===== config.mk =====
export PLATFORM = sky130hd
export DESIGN_NAME = bridge_gc_fields
export DESIGN_NICKNAME = d
export VERILOG_FILES = /design/src/pkg/bridge_gc_pkg.sv /design/src/rtl/fund_reset_gen.sv /design/src/rtl/bridge_gc_fields.sv
export SDC_FILE = /design/constraint.sdc
export NUM_CORES = 1
export LEC_CHECK = 0
export BUFFER_PORTS_ARGS = -buffer_cell sky130_fd_sc_hd__buf_2
export CORE_ASPECT_RATIO = 0.5
export CORE_UTILIZATION = 35
export DETAILED_ROUTE_END_ITERATION = 8
export PLACE_DENSITY = 0.89
export SLEW_MARGIN = 15
export SYNTH_ARGS = -nofsm -noshare
export SYNTH_HDL_FRONTEND = slang
export SYNTH_HIERARCHICAL = 1
export SYNTH_SLANG_ARGS = --single-unit

===== constraint.sdc =====
create_clock -name clk -period 0.8 [get_ports clk]
set_input_delay 0.16 -clock clk [delete_from_list [all_inputs] [get_ports clk]]
set_output_delay 0.16 -clock clk [all_outputs]
set_load 0.01 [all_outputs]

===== src/pkg/bridge_gc_pkg.sv =====
// Purpose: Shared constants and carrier types for the general control fields
// Assumes: Avalon-MM slave with 32-bit data and byte addresses
// Notes:   All offsets, field positions, reset values and encodings live here
package bridge_gc_pkg;

   // Register byte offsets
   localparam logic [3:0] OFS_GEN_CTRL  = 4'h0;
   localparam logic [3:0] OFS_TL_CTRL   = 4'h4;
   localparam logic [3:0] OFS_LINK_CTRL = 4'h8;
   localparam logic [3:0] OFS_STATUS    = 4'hc;

   // General control field positions
   localparam int GC_PROMOTE_BIT = 24;
   localparam int GC_CPM_DEF_BIT = 23;
   localparam int GC_SLOT_LO     = 20;
   localparam int GC_SLOT_HI     = 22;

   // Other register field positions
   localparam int TL_CACHE_CHECK_BIT = 0;
   localparam int LC_CLOCK_PM_BIT    = 8;
   localparam int ST_PROMOTE_BIT     = 0;
   localparam int ST_PWR_PIN_BIT     = 1;
   localparam int ST_CLK_OFF_BIT     = 2;
   localparam int ST_UR_MODE_BIT     = 3;

   // Byte lanes holding the writable fields
   localparam int LANE_PROMOTE     = 3;
   localparam int LANE_CPM_DEF     = 2;
   localparam int LANE_CACHE_CHECK = 0;
   localparam int LANE_CLOCK_PM    = 1;

   // Reset values
   localparam logic GC_PROMOTE_RST     = 1'b0;
   localparam logic GC_CPM_DEF_RST     = 1'b0;
   localparam logic TL_CACHE_CHECK_RST = 1'b0;
   localparam logic LC_CLOCK_PM_RST    = 1'b0;

   // Slot power response encodings
   typedef enum logic [2:0] {
      SLOT_IGNORE      = 3'b000,
      SLOT_PIN         = 3'b001,
      SLOT_CLK_OFF     = 3'b010,
      SLOT_CLK_OFF_PIN = 3'b011,
      SLOT_UR_ALL      = 3'b100,
      SLOT_RSVD5       = 3'b101,
      SLOT_RSVD6       = 3'b110,
      SLOT_RSVD7       = 3'b111
   } slotResp_t;

   localparam slotResp_t SLOT_RESP_HARDWIRED = SLOT_IGNORE;

   // Upstream memory read command encodings
   localparam logic [1:0] CMD_READ          = 2'h0;
   localparam logic [1:0] CMD_READ_LINE     = 2'h1;
   localparam logic [1:0] CMD_READ_MULTIPLE = 2'h2;

   // Upstream read request from the secondary bus
   typedef struct packed {
      logic       valid;
      logic [1:0] cmd;
      logic       isConfig;
      logic       isSlotPwrMsg;
   } upReq_t;

   // Request as forwarded upstream
   typedef struct packed {
      logic       valid;
      logic [1:0] cmd;
      logic       prefetch;
      logic       unsupported;
   } upFwd_t;

endpackage : bridge_gc_pkg


===== src/rtl/fund_reset_gen.sv =====
// Purpose: Fundamental reset from the link reset and global reset pins
// Assumes: Pins are active low
// Notes:   Asserts at once, releases two clock edges after both pins rise
`timescale 1ns/10ps
module fund_reset_gen (
   // Clock
   input  wire logic clk,
   // Reset pins
   input  wire logic linkResetPin_b,
   input  wire logic globalResetPin_b,
   // Derived reset
   output      logic fundamentalReset_b
);

   typedef struct packed {
      logic sync1;
      logic sync2;
   } fundamental_reset_t;

   fundamental_reset_t st_r;
   fundamental_reset_t st_nxt;
   logic  pinsIdle_b;

   // Either pin low asserts the fundamental reset
   assign pinsIdle_b = linkResetPin_b & globalResetPin_b;

   always_comb begin
      st_nxt       = st_r;
      st_nxt.sync1 = 1'b1;
      st_nxt.sync2 = st_r.sync1;
   end

   always_ff @(posedge clk or negedge pinsIdle_b) begin
      if (!pinsIdle_b) begin
         st_r <= '0;
      end else begin
         st_r <= st_nxt;
      end
   end

   assign fundamentalReset_b = st_r.sync2;

endmodule : fund_reset_gen


===== src/rtl/bridge_gc_fields.sv =====
// Purpose: General control fields of the bridge and their effect on upstream reads
// Assumes: Avalon-MM slave, 32-bit data, byte addresses, inputs synchronous to clk
// Notes:   Promotion and clock power default fields sit in the fundamental reset domain
//
// What this block does
// - With promotion bit clear, upstream memory reads pass with their own command.
// - With promotion bit set, upstream memory reads become read-multiple with prefetch.
// - Promotion acts only while the cache-line-check enable bit is set.
// - Bit 23 gives the power-up default of link control clock power bit 8.
// - Slot power response bits 22:20 are hardwired to read 000b, limit ignored.
// - Codes 001 pin, 010 clocks off, 011 clocks off plus pin.
// - Code 100 refuses all but configuration and slot power messages; 101-111 reserved.
// - Bits 24 to 20 reset only by fundamental reset from either reset pin.
`timescale 1ns/10ps
module bridge_gc_fields
   import bridge_gc_pkg::*;
(
   // Clock and reset
   input  wire logic        clk,
   input  wire logic        rst_b,
   // Reset pins
   input  wire logic        linkResetPin_b,
   input  wire logic        globalResetPin_b,
   // Avalon-MM slave
   input  wire logic [3:0]  address,
   input  wire logic        read,
   input  wire logic        write,
   input  wire logic [3:0]  byteenable,
   input  wire logic [31:0] writedata,
   output      logic [31:0] readdata,
   output      logic        waitrequest,
   // Upstream read path
   input  wire upReq_t      upReq,
   output      upFwd_t      upFwd,
   // Slot power actions
   output      logic        powerOverridePin,
   output      logic        secondaryClockOff,
   // Link control
   output      logic        clockPmEnable
);

   ////////////////////////////////////////////////////////////////////////////////
   // Types and state

   typedef struct packed {
      logic promote;
      logic cpmDefault;
   } fund_t;

   typedef struct packed {
      logic        cacheCheck;
      logic        clockPm;
      logic        cpmLoadPending;
      logic        ack;
      logic [31:0] readData;
      upFwd_t      fwd;
   } core_t;

   fund_t     fund_r;
   fund_t     fund_nxt;
   core_t     core_r;
   core_t     core_nxt;
   logic      fundamentalReset_b;
   logic      wrTaken;
   slotResp_t slotResp;
   logic      promoteActive;
   logic      urMode;

   ////////////////////////////////////////////////////////////////////////////////
   // Helper functions

   function automatic logic laneWrite(input logic [3:0] off, input logic [3:0] lanes,
                                      input int lane);
      laneWrite = (address == off) && lanes[lane];
   endfunction : laneWrite

   function automatic logic slotDrivesPin(input slotResp_t code);
      slotDrivesPin = (code == SLOT_PIN) || (code == SLOT_CLK_OFF_PIN);
   endfunction : slotDrivesPin

   function automatic logic slotStopsClocks(input slotResp_t code);
      slotStopsClocks = (code == SLOT_CLK_OFF) || (code == SLOT_CLK_OFF_PIN);
   endfunction : slotStopsClocks

   ////////////////////////////////////////////////////////////////////////////////
   // Fundamental reset

   fund_reset_gen frstGen (
      .clk                (clk),
      .linkResetPin_b     (linkResetPin_b),
      .globalResetPin_b   (globalResetPin_b),
      .fundamentalReset_b (fundamentalReset_b)
   );

   ////////////////////////////////////////////////////////////////////////////////
   // Slot power response decode

   // Field is a constant; writes to it never land
   assign slotResp = SLOT_RESP_HARDWIRED;

   // Pin and clock actions follow the code
   assign powerOverridePin  = slotDrivesPin(slotResp);
   assign secondaryClockOff = slotStopsClocks(slotResp);

   // Only code 100 refuses; reserved codes act as ignore
   assign urMode = (slotResp == SLOT_UR_ALL);

   // Promotion gated by cache-line-check enable
   assign promoteActive = fund_r.promote & core_r.cacheCheck;

   ////////////////////////////////////////////////////////////////////////////////
   // Bus handshake

   assign waitrequest = (read | write) & ~core_r.ack;
   assign wrTaken     = write & core_r.ack;
   assign readdata    = core_r.readData;

   ////////////////////////////////////////////////////////////////////////////////
   // Fundamental reset domain fields

   always_comb begin
      fund_nxt = fund_r;
      if (wrTaken && laneWrite(OFS_GEN_CTRL, byteenable, LANE_PROMOTE)) begin
         fund_nxt.promote = writedata[GC_PROMOTE_BIT];
      end
      if (wrTaken && laneWrite(OFS_GEN_CTRL, byteenable, LANE_CPM_DEF)) begin
         fund_nxt.cpmDefault = writedata[GC_CPM_DEF_BIT];
      end
   end

   // Only the fundamental reset clears these fields
   always_ff @(posedge clk or negedge fundamentalReset_b) begin
      if (!fundamentalReset_b) begin
         fund_r <= '{promote: GC_PROMOTE_RST, cpmDefault: GC_CPM_DEF_RST};
      end else begin
         fund_r <= fund_nxt;
      end
   end

   ////////////////////////////////////////////////////////////////////////////////
   // Core registers, read data and upstream path

   always_comb begin
      core_nxt     = core_r;
      core_nxt.ack = (read | write) & ~core_r.ack;

      // Read word captured one cycle ahead of the answer
      if (read && !core_r.ack) begin
         core_nxt.readData = 32'h0000_0000;
         case (address)
            OFS_GEN_CTRL: begin
               core_nxt.readData[GC_PROMOTE_BIT]         = fund_r.promote;
               core_nxt.readData[GC_CPM_DEF_BIT]         = fund_r.cpmDefault;
               core_nxt.readData[GC_SLOT_HI:GC_SLOT_LO]  = slotResp;
            end
            OFS_TL_CTRL: begin
               core_nxt.readData[TL_CACHE_CHECK_BIT] = core_r.cacheCheck;
            end
            OFS_LINK_CTRL: begin
               core_nxt.readData[LC_CLOCK_PM_BIT] = core_r.clockPm;
            end
            OFS_STATUS: begin
               core_nxt.readData[ST_PROMOTE_BIT] = promoteActive;
               core_nxt.readData[ST_PWR_PIN_BIT] = powerOverridePin;
               core_nxt.readData[ST_CLK_OFF_BIT] = secondaryClockOff;
               core_nxt.readData[ST_UR_MODE_BIT] = urMode;
            end
            default: begin
               core_nxt.readData = 32'h0000_0000;
            end
         endcase
      end

      if (wrTaken && laneWrite(OFS_TL_CTRL, byteenable, LANE_CACHE_CHECK)) begin
         core_nxt.cacheCheck = writedata[TL_CACHE_CHECK_BIT];
      end

      // Power-up default taken once after reset, then software owns the bit
      if (core_r.cpmLoadPending) begin
         core_nxt.clockPm        = fund_r.cpmDefault;
         core_nxt.cpmLoadPending = 1'b0;
      end else if (wrTaken && laneWrite(OFS_LINK_CTRL, byteenable, LANE_CLOCK_PM)) begin
         core_nxt.clockPm = writedata[LC_CLOCK_PM_BIT];
      end

      // Upstream memory read forwarding
      core_nxt.fwd.valid       = upReq.valid;
      core_nxt.fwd.cmd         = upReq.cmd;
      core_nxt.fwd.prefetch    = (upReq.cmd != CMD_READ);
      core_nxt.fwd.unsupported = 1'b0;
      if (promoteActive) begin
         core_nxt.fwd.cmd      = CMD_READ_MULTIPLE;
         core_nxt.fwd.prefetch = 1'b1;
      end
      if (urMode && !upReq.isConfig && !upReq.isSlotPwrMsg) begin
         core_nxt.fwd.unsupported = upReq.valid;
      end
   end

   always_ff @(posedge clk or negedge rst_b) begin
      if (!rst_b) begin
         core_r                <= '0;
         core_r.cacheCheck     <= TL_CACHE_CHECK_RST;
         core_r.clockPm        <= LC_CLOCK_PM_RST;
         core_r.cpmLoadPending <= 1'b1;
      end else begin
         core_r <= core_nxt;
      end
   end

   ////////////////////////////////////////////////////////////////////////////////
   // Outputs

   assign upFwd         = core_r.fwd;
   assign clockPmEnable = core_r.clockPm;

endmodule : bridge_gc_fields


==> After elaboration in Yosys (flattened, before gate mapping) <==
Cells that the tools add are included.
{ "totals": {"register_bits": 19} }
{ "classes": {"eq_ne": 3, "muxes": 6, "bitwise_logic": 6, "reduce_logical": 13} }
{ "op_table": {"columns": ["cell", "count"], "rows": [
  ["logical AND 1 bit", 9],
  ["equality test 4 bit (second input constant)", 2],
  ["two-way mux 5 bit", 1],
  ["AND 1 bit", 4],
  ["equality test 4 x 3 -> 1 bit (second input constant)", 1],
  ["logical NOT 4 bit", 1],
  ["nonzero test 2 bit", 2],
  ["two-way mux 1 bit", 3],
  ["two-way mux 3 bit", 1],
  ["case mux 1 bit (2 select lines)", 1],
  ["logical NOT 1 bit", 1],
  ["NOT 1 bit", 1],
  ["bitwise OR 1 bit", 1]
]} }

==> Logic depth before layout (Yosys ltp) <==
Gate-level depths: netlist of the first run.
{ "logic_depth": {"depth_word": 5, "ltp_mapped": 4} }

==> Cells and area by module <==
The synthesis of the first run kept the hierarchy.
{ "by_module_without_submodules": {"columns": ["mod", "instances", "cells_per_inst", "area_each_um2", "seq_area_each_um2"], "rows": [
  ["bridge_gc_fields", 1, 89, 874.6, 351.6],
  ["fund_reset_gen", 1, 4, 60.1, 50.0]
]} }

==> Least setup slack after synthesis of the first run <==
OpenSTA, ideal clock, no wires.
{ "synth_timing": {"path_kind": "flip-flop to flip-flop", "from": "register core_r[37] in the netlist's numbering", "to": "register core_r[40] in the netlist's numbering", "arrival_ps": 996, "required_ps": 675, "slack_ps": -320, "path_stages_with_launch": 4, "n_path_buf": 0, "period_less_slack_ps": 1120, "path_cell_list": "dfrtp_1 > nand4_1 > nor4_1 > mux2_2"} }
{ "synth_between": {"elab_chain_len": 2} }
{ "synth_rtl": {"columns": ["item", "line_no", "rtl"], "rows": [
  ["start: declaration", "bridge_gc_fields.sv:61", "core_t core_r;"],
  ["start signal: assignment", "bridge_gc_fields.sv:207", "core_r <= core_nxt;"],
  ["AND 1 bit", "bridge_gc_fields.sv:115", "assign wrTaken = write & core_r.ack;"],
  ["logical AND 1 bit", "bridge_gc_fields.sv:174", "if (wrTaken && laneWrite(OFS_TL_CTRL, byteenable, LANE_CACHE_CHECK)) begin"]
]} }
No other way between the ends.
A chain may end at the register's enable or synchronous reset.

==> Worst setup path in the final report of the first run <==
Ends and elaborated chain as after synthesis.

==> results of run 1 <==
-- flip-flops by register name, indices dropped and copies added, names as in the netlist --
name / flops
upFwd: 4
readdata: 4
frstGen/st_nxt: 1
clockPmEnable: 1
core_r: 3
frstGen/fundamentalReset_b: 1
fund_r: 2
-- critical path, delay by kind of cell (launching register included) --
family / cells / cell delay (ns)
flip-flops: 1 / 0.40
multiplexers: 1 / 0.37
AND/OR/NAND/NOR: 2 / 0.36
-- through the flow --
stage	worst slack, ns	hold slack [ns]	cells	area [um^2]	TNS, ns
floorplan	-0.320	-0.136	124	1080	-1.56
global placement	-0.381	0.0185	159	1040	-2.67
detailed placement	-0.466	0.0215	159	1040	-3.05
CTS	-0.359	0.0219	172	1220	-3.33
global route	-0.491	0.0183	177	1270	-4.74
finish	-0.443	0.0186	177	1270	-4.14
-- power groups by stage --
stage          clock, mW  sequential (mW)  combinational, mW
2_1_floorplan          0            0.916              0.290
3_3_place_gp           0            0.915              0.320
3_5_place_dp           0            0.920              0.327
4_1_cts            0.716            0.904              0.424
5_1_grt            0.763            0.916              0.519
6_report           0.712            0.910              0.475
-- layout by cell type (no fill, tap or decap) --
cell                            instances
sky130_fd_sc_hd__a21oi_1                1
sky130_fd_sc_hd__mux2_4                 2
sky130_fd_sc_hd__a21boi_2               1
sky130_fd_sc_hd__nor4b_2                1
sky130_fd_sc_hd__dfstp_2                1
sky130_fd_sc_hd__mux2_2                 1
sky130_fd_sc_hd__nor2_4                 1
sky130_fd_sc_hd__nand2_2                2
sky130_fd_sc_hd__and2_1                 1
sky130_fd_sc_hd__and3_4                 1
sky130_fd_sc_hd__buf_2                 29
sky130_fd_sc_hd__o21ai_1                2
sky130_fd_sc_hd__nand2b_1               2
sky130_fd_sc_hd__buf_4                 18
sky130_fd_sc_hd__a21o_1                 1
sky130_fd_sc_hd__nand2_1                6
sky130_fd_sc_hd__nor4_2                 1
sky130_fd_sc_hd__o41ai_2                1
sky130_fd_sc_hd__nand2b_4               1
sky130_fd_sc_hd__dlygate4sd3_1          3
sky130_fd_sc_hd__nor2_1                 1
sky130_fd_sc_hd__nand4b_1               1
sky130_fd_sc_hd__nand3_1                1
sky130_fd_sc_hd__nor4_4                 1
sky130_fd_sc_hd__conb_1                33
sky130_fd_sc_hd__o21ai_2                1
sky130_fd_sc_hd__dfrtp_1               15
sky130_fd_sc_hd__nand3b_1               1
sky130_fd_sc_hd__buf_6                  4
sky130_fd_sc_hd__nand4_1                3
sky130_fd_sc_hd__clkbuf_8               4
sky130_fd_sc_hd__or2_4                  1
-- worst max-delay path by stage --
stage               start          to  cells past startpoint
2_1_floorplan  core_r[37]  core_r[40]                      3
3_3_place_gp   address[1]   fund_r[1]                      4
3_5_place_dp   address[1]   fund_r[1]                      4
4_1_cts        core_r[37]  core_r[40]                      3
5_1_grt        core_r[37]  core_r[40]                      3
6_report       core_r[37]  core_r[40]                      3
-- final cells by class --
| type | count | share of cell area |
|---|---|---|
| timing repair buffer | 54 | 0.280 |
| tap | 35 | 0.0344 |
| clock buffer | 4 | 0.0433 |
| multi-input combinational | 68 | 0.327 |
| sequential | 16 | 0.316 |
-- timing repair --
action | in CTS | in global routing
hold buffers | 3 | 0
pin swaps | 5 | 1
gates resized for setup | 15 | 5
endpoints found under the setup margin | 19 | 20
hold endpoints to repair | 13 | 0
cloned | 0 | 0
setup buffers | 6 | 6
-- cells by family (layout without fill, tap and decap cells) --
family	Yosys count	after routing
AOI/OAI and AO/OA	7	7
buffers and inverters	40	58
DFF	16	16
muxes	3	3
other	2	33
and+or+nand+nor	25	25
-- metal layers --
metal,track usage,vias up,part of all wire
met1,0.157,346,0.37
met3,0.0553,6,0.052
li1,-,335,-
met5,0,-,0
met2,0.306,42,0.56
met4,0.118,0,0.026
==> impl_summary.log, run 1 <==
[metrics] leakage power total: around 0.68 nW
[metrics] combined area of the multi-input logic cells: ~420 um^2
[metrics] Peak supply drop: a little under 1000 uV
[metrics] clock latency of the later-clocked register in the worst-skew pair: roughly 0.25 ns
[metrics] drt initial violations: 6
[metrics] part of the power in combinational logic: 0.226
[metrics] total wirelength of the detailed-routed design: 2220 um
[metrics] worst reg2reg path endpoint: core_r[40]
[metrics] CP endpoint kind: flip-flop
[metrics] post-route DRC violation count: 0
[metrics] Post-synth EDFFs: 0
[metrics] number of antenna violations at the first check in global routing: 0
[metrics] clock input transition at the sequential cells of the worst setup and hold paths: ~0.060 ns
[metrics] Net Switching: about 0.56 mW
[metrics] top-area cell type share of the netlist area: 0.402
[metrics] highest clock frequency the design can meet: around 800 MHz
[metrics] Synth Cell Area: about 930 um^2
[metrics] pin count of the biggest net entering global routing: 13
[metrics] Syn Area/Cell: ~10 um^2
[metrics] top cell types by occurrence after synthesis: 39 x sky130_fd_sc_hd__buf_4, 15 x sky130_fd_sc_hd__dfrtp_1, 8 x sky130_fd_sc_hd__nand2_1
[metrics] Sequential Power Share: 0.434
[metrics] cell chosen for the clock root: sky130_fd_sc_hd__clkbuf_8
[metrics] sequential-to-total area share from yosys stat: 0.430
[metrics] global router's overall resource usage: 0.164
[metrics] final count of negative-setup-slack endpoints: 19
[metrics] final cell utilization of the core: 0.536
[metrics] detail-routed via count per cell: between 4 and 5
[metrics] final RePlAce weighted congestion: ~0.86
[metrics] detail-routed net length per standard cell: around 13 um
[metrics] Final Cycle Share: 1.55
[metrics] Initial Utilization: 0.394
[metrics] violations in the final reports: setup timing
[metrics] CP max stage cell: sky130_fd_sc_hd__dfrtp_1
[metrics] most area-consuming cells after synthesis: sky130_fd_sc_hd__dfrtp_1 40%, sky130_fd_sc_hd__buf_4 31%, sky130_fd_sc_hd__nand2_1 3.2%, sky130_fd_sc_hd__dfstp_2 2.8%, sky130_fd_sc_hd__mux2_1 2.4%
[metrics] xor and xnor fraction of the mapped netlist area: 0
[metrics] critical setup path kind: flip-flop to flip-flop
[metrics] series of cell instances along the critical path: nand4_1, nor4_2, mux2_2
[metrics] post-route worst setup slack: -0.443 ns
[metrics] worst-case reg-to-reg path depth: 3
[metrics] Core Area: 0.00237 mm^2
[metrics] Port Buffers: 30
[metrics] kind of launch point of the worst setup path: flip-flop
[metrics] Max clock buf depth: 2
[metrics] data arrival time of the worst path: 1.38 ns
[metrics] post-synthesis compound-gate area fraction: 0.0469
[metrics] Data required, critical path: 0.93 ns
[metrics] total of flip-flops plus latches after synthesis: 16
[metrics] worst setup slack for register-to-register paths: -0.44 ns
[metrics] length of the first detailed-routing pass in iterations: 4
[metrics] overall power after layout: ~2.1 mW
[metrics] design internal power: 1.54 mW
[metrics] maximum fanout along the worst path: 3
[metrics] total via count after detailed routing: around 730
[metrics] top flip-flop cell by instance count after synthesis: sky130_fd_sc_hd__dfrtp_1
[metrics] fill count: roughly 210
[metrics] share of flip-flops with an asynchronous set or reset after synthesis: 1.00
[metrics] overall die area: 0.00289 mm^2
[metrics] clock share of power: 0.340
[metrics] most area-hungry cell type in the Yosys netlist: sky130_fd_sc_hd__dfrtp_1
[metrics] Min-Delay Path Class: flip-flop to async pin
[metrics] power density relative to cell area: around 1700 mW/mm^2
[metrics] final number of hold-violating endpoints: 0
[metrics] floorplan row count: 12
[metrics] TritonCTS sink count: 16
[metrics] detailed-placement wirelength estimate: about 1300 um
[metrics] unrepaired setup endpoints after global routing: true
[metrics] post-synthesis cell type count: 25
[metrics] dominant combinational cell family by area after synthesis: buffers and inverters
[metrics] n_diodes: 0
[metrics] time the worst path needs with I/O delays and setup: 1.24 ns
[metrics] Switching Fraction: 0.265
[metrics] count of synthesis-stage warnings from yosys: 6
[metrics] number of nets with antenna violations after routing: 0
[metrics] cts bufs inserted: 3
[metrics] area added between synthesis and finish: 36.0%
[metrics] max-capacitance violation count: 0
[metrics] ratio of cells with drive above 1 in the final layout: 0.500
[metrics] grt total ovfl: 0
[metrics] die height: 38.5 um
[metrics] vias in the first global route: between 600 and 700
[metrics] wire length of the first global-routing pass: about 3200 um
[metrics] # H-tree levels: 1
[metrics] startpoint of the most critical register-to-register path: core_r[37]
[metrics] Syn Inst Count: 93
[metrics] area fraction in and, or, nand and nor cells after synthesis: 0.162
[metrics] library cell with the highest instance count after synthesis: sky130_fd_sc_hd__buf_4
[metrics] register cell area after layout: about 400 um^2
[metrics] number of ports placed on the die boundary: 92
[metrics] final count of pins violating max slew: 0
[metrics] outcome: complete, but fails checks
[metrics] mux share of post-synthesis cell area: 0.0361
[metrics] adder-cell area share of the yosys netlist: 0
[metrics] width of the die: ~75 um
[metrics] clk_skew: around 0.007 ns
[metrics] # nets final: 194
[metrics] largest incremental delay on the critical path: 0.40 ns
[metrics] TritonCTS clock tree: done
Note: power is estimated with default switching activity, not from simulation.
==> inputs of run 2 (changes only) <==
- CORE_MARGIN: not set -> 2
- clock period: 0.8 -> 1.4 ns (I/O delays scaled with it)
==> impl_summary.log, run 2 (synthesis results as in run 1) <==
[metrics] outcome: complete, no violations
[metrics] startpoint of the most critical register-to-register path: core_r[37]
[metrics] Core Area: 0.00257 mm^2
[metrics] CP endpoint kind: output port
[metrics] detail-routed net length per standard cell: between 8 and 9 um
[metrics] power density relative to cell area: 1030 mW/mm^2
[metrics] Min-Delay Path Class: flip-flop to async pin
[metrics] die height: roughly 41 um
[metrics] length of the first detailed-routing pass in iterations: 2
[metrics] commonest cells after routing, fill and taps aside: 33 x sky130_fd_sc_hd__conb_1, 30 x sky130_fd_sc_hd__buf_2, 15 x sky130_fd_sc_hd__dfrtp_1, 8 x sky130_fd_sc_hd__nand2_1, 4 x sky130_fd_sc_hd__clkbuf_8
[metrics] final count of pins violating max slew: 0
[metrics] fill count: approximately 260
[metrics] worst reg2reg path endpoint: core_r[40]
[metrics] area added between synthesis and finish: 11.6%
[metrics] cts bufs inserted: 3
[metrics] final instance count without filler cells: ~160
[metrics] Port Buffers: 30
[metrics] total wirelength of the detailed-routed design: around 1400 um
[metrics] Final Cycle Share: 0.907
[metrics] data arrival time of the worst path: 0.99 ns
[metrics] detail-routed via count per cell: slightly below 4
[metrics] buffer count from post-CTS setup fixing: 0
[metrics] worst setup slack for register-to-register paths: approximately 0.15 ns
[metrics] final RePlAce weighted congestion: 0.854
[metrics] global router's overall resource usage: 0.100
[metrics] unrepaired setup endpoints after global routing: false
[metrics] Data required, critical path: about 1.1 ns
[metrics] smallest hold slack: between 0.02 and 0.025 ns
[metrics] width of the die: just under 80 um
[metrics] Peak supply drop: a little under 500 uV
[metrics] highest clock frequency the design can meet: between 700 and 800 MHz
[metrics] total via count after detailed routing: roughly 600
[metrics] clock latency of the later-clocked register in the worst-skew pair: around 0.24 ns
[metrics] grt total ovfl: 0
[metrics] n_diodes: 0
[metrics] final count of negative-setup-slack endpoints: 0
[metrics] TritonCTS clock tree: done
[metrics] post-route DRC violation count: 0
[metrics] kind of launch point of the worst setup path: flip-flop
[metrics] vias in the first global route: ~540
[metrics] combined area of the multi-input logic cells: ~350 um^2
[metrics] worst-case reg-to-reg path depth: 3
[metrics] critical setup path kind: flip-flop to output port
[metrics] Max clock buf depth: 2
[metrics] number of ports placed on the die boundary: 92
[metrics] floorplan row count: 13
[metrics] Initial Utilization: 0.364
[metrics] time the worst path needs with I/O delays and setup: 1.27 ns
[metrics] overall die area: approximately 0.0031 mm^2
[metrics] pin count of the biggest net entering global routing: 13
[metrics] relative max-transition margin: 0.642
[metrics] clock input transition at the sequential cells of the worst setup and hold paths: ~0.060 ns
[metrics] count of placed standard cells including taps: 152
[metrics] final number of hold-violating endpoints: 0
[metrics] register cell area after layout: between 400 and 500 um^2
[metrics] cell chosen for the clock root: sky130_fd_sc_hd__clkbuf_8
[metrics] leakage power total: between 0.5 and 0.6 nW
[metrics] # nets final: approximately 170
[metrics] ratio of cells with drive above 1 in the final layout: 0.320
[metrics] maximum fanout along the worst path: 6
[metrics] most common cell after layout, fill and taps aside: sky130_fd_sc_hd__conb_1
[metrics] max-capacitance violation count: 0
[metrics] clk_skew: ~0.0046 ns
[metrics] detailed-placement wirelength estimate: approximately 1200 um
[metrics] number of antenna violations at the first check in global routing: 0
[metrics] final setup TNS: 0 ns
[metrics] # H-tree levels: 1
[metrics] number of nets with antenna violations after routing: 0
[metrics] drt initial violations: 4
[metrics] wire length of the first global-routing pass: approximately 2300 um
[metrics] TritonCTS sink count: 16
[metrics] Least-Margin Pin Slew: between 0.5 and 0.6 ns
run 2: cell types whose count changed in the layout (fill, tap and decap cells not counted), moves of 2 or more:
cell	delta
sky130_fd_sc_hd__o21ai_1	-2
sky130_fd_sc_hd__nand2_2	-2
sky130_fd_sc_hd__mux2_1	+2
sky130_fd_sc_hd__mux2_4	-2
sky130_fd_sc_hd__buf_4	-17
sky130_fd_sc_hd__nand2_1	+2
sky130_fd_sc_hd__buf_6	-4
sky130_fd_sc_hd__o21ai_0	+3
run 2: area by class of cell:
type | count | share of cell area
clock buffer | 4 | 0.0528
multi-input combinational | 68 | 0.338
sequential | 16 | 0.385
tap | 37 | 0.0444
timing repair buffer | 34 | 0.180
run 2: report_power, final:
part | internal (mW) | switching (mW) | total (mW)
clock | 0.249 | 0.146 | 0.395
sequential | 0.496 | 0.0250 | 0.520
combinational | 0.0603 | 0.0949 | 0.155
run 2: what timing repair did:
| action | 4_1_cts | 5_1_grt |
|---|---|---|
| gates resized for setup | 0 | 0 |
| endpoints found under the hold margin | 13 | 0 |
| hold buffers | 3 | 0 |
run 2: worst max path at each step:
stage / start / to / cells past startpoint
6_report: core_r[37] / waitrequest / 2
5_1_grt: core_r[37] / waitrequest / 2
4_1_cts: core_r[37] / waitrequest / 2
3_5_place_dp: address[1] / fund_r[0] / 4
3_3_place_gp: address[1] / fund_r[1] / 4
2_1_floorplan: address[1] / fund_r[0] / 3
run 2: worst max-delay path, stage by stage (launching register included):
cell	delay (ns)
sky130_fd_sc_hd__dfrtp_1	0.42
sky130_fd_sc_hd__nor2_1	0.17
sky130_fd_sc_hd__buf_2	0.15
run 2: through the flow:
stage | instance area [um^2] | utilization | worst slack (ns) | total power [mW]
after CTS | 1040 | 0.406 | 0.101 | 1.08
after floorplan | 1050 | - | 0.255 | 0.682
after global routing | 1040 | 0.406 | 0.0157 | 1.14
final | 1040 | 0.406 | 0.130 | 1.07
after global placement | 958 | 0.373 | 0.0909 | 0.673
after detailed placement | 958 | 0.373 | 0.0525 | 0.678
run 2: routing by layer:
layer	part of all wire	track usage	up-vias
met5	0	0	-
met4	0.028	0.0893	0
met3	0.074	0.0293	4
met2	0.53	0.197	33
met1	0.36	0.0942	286
li1	-	-	292
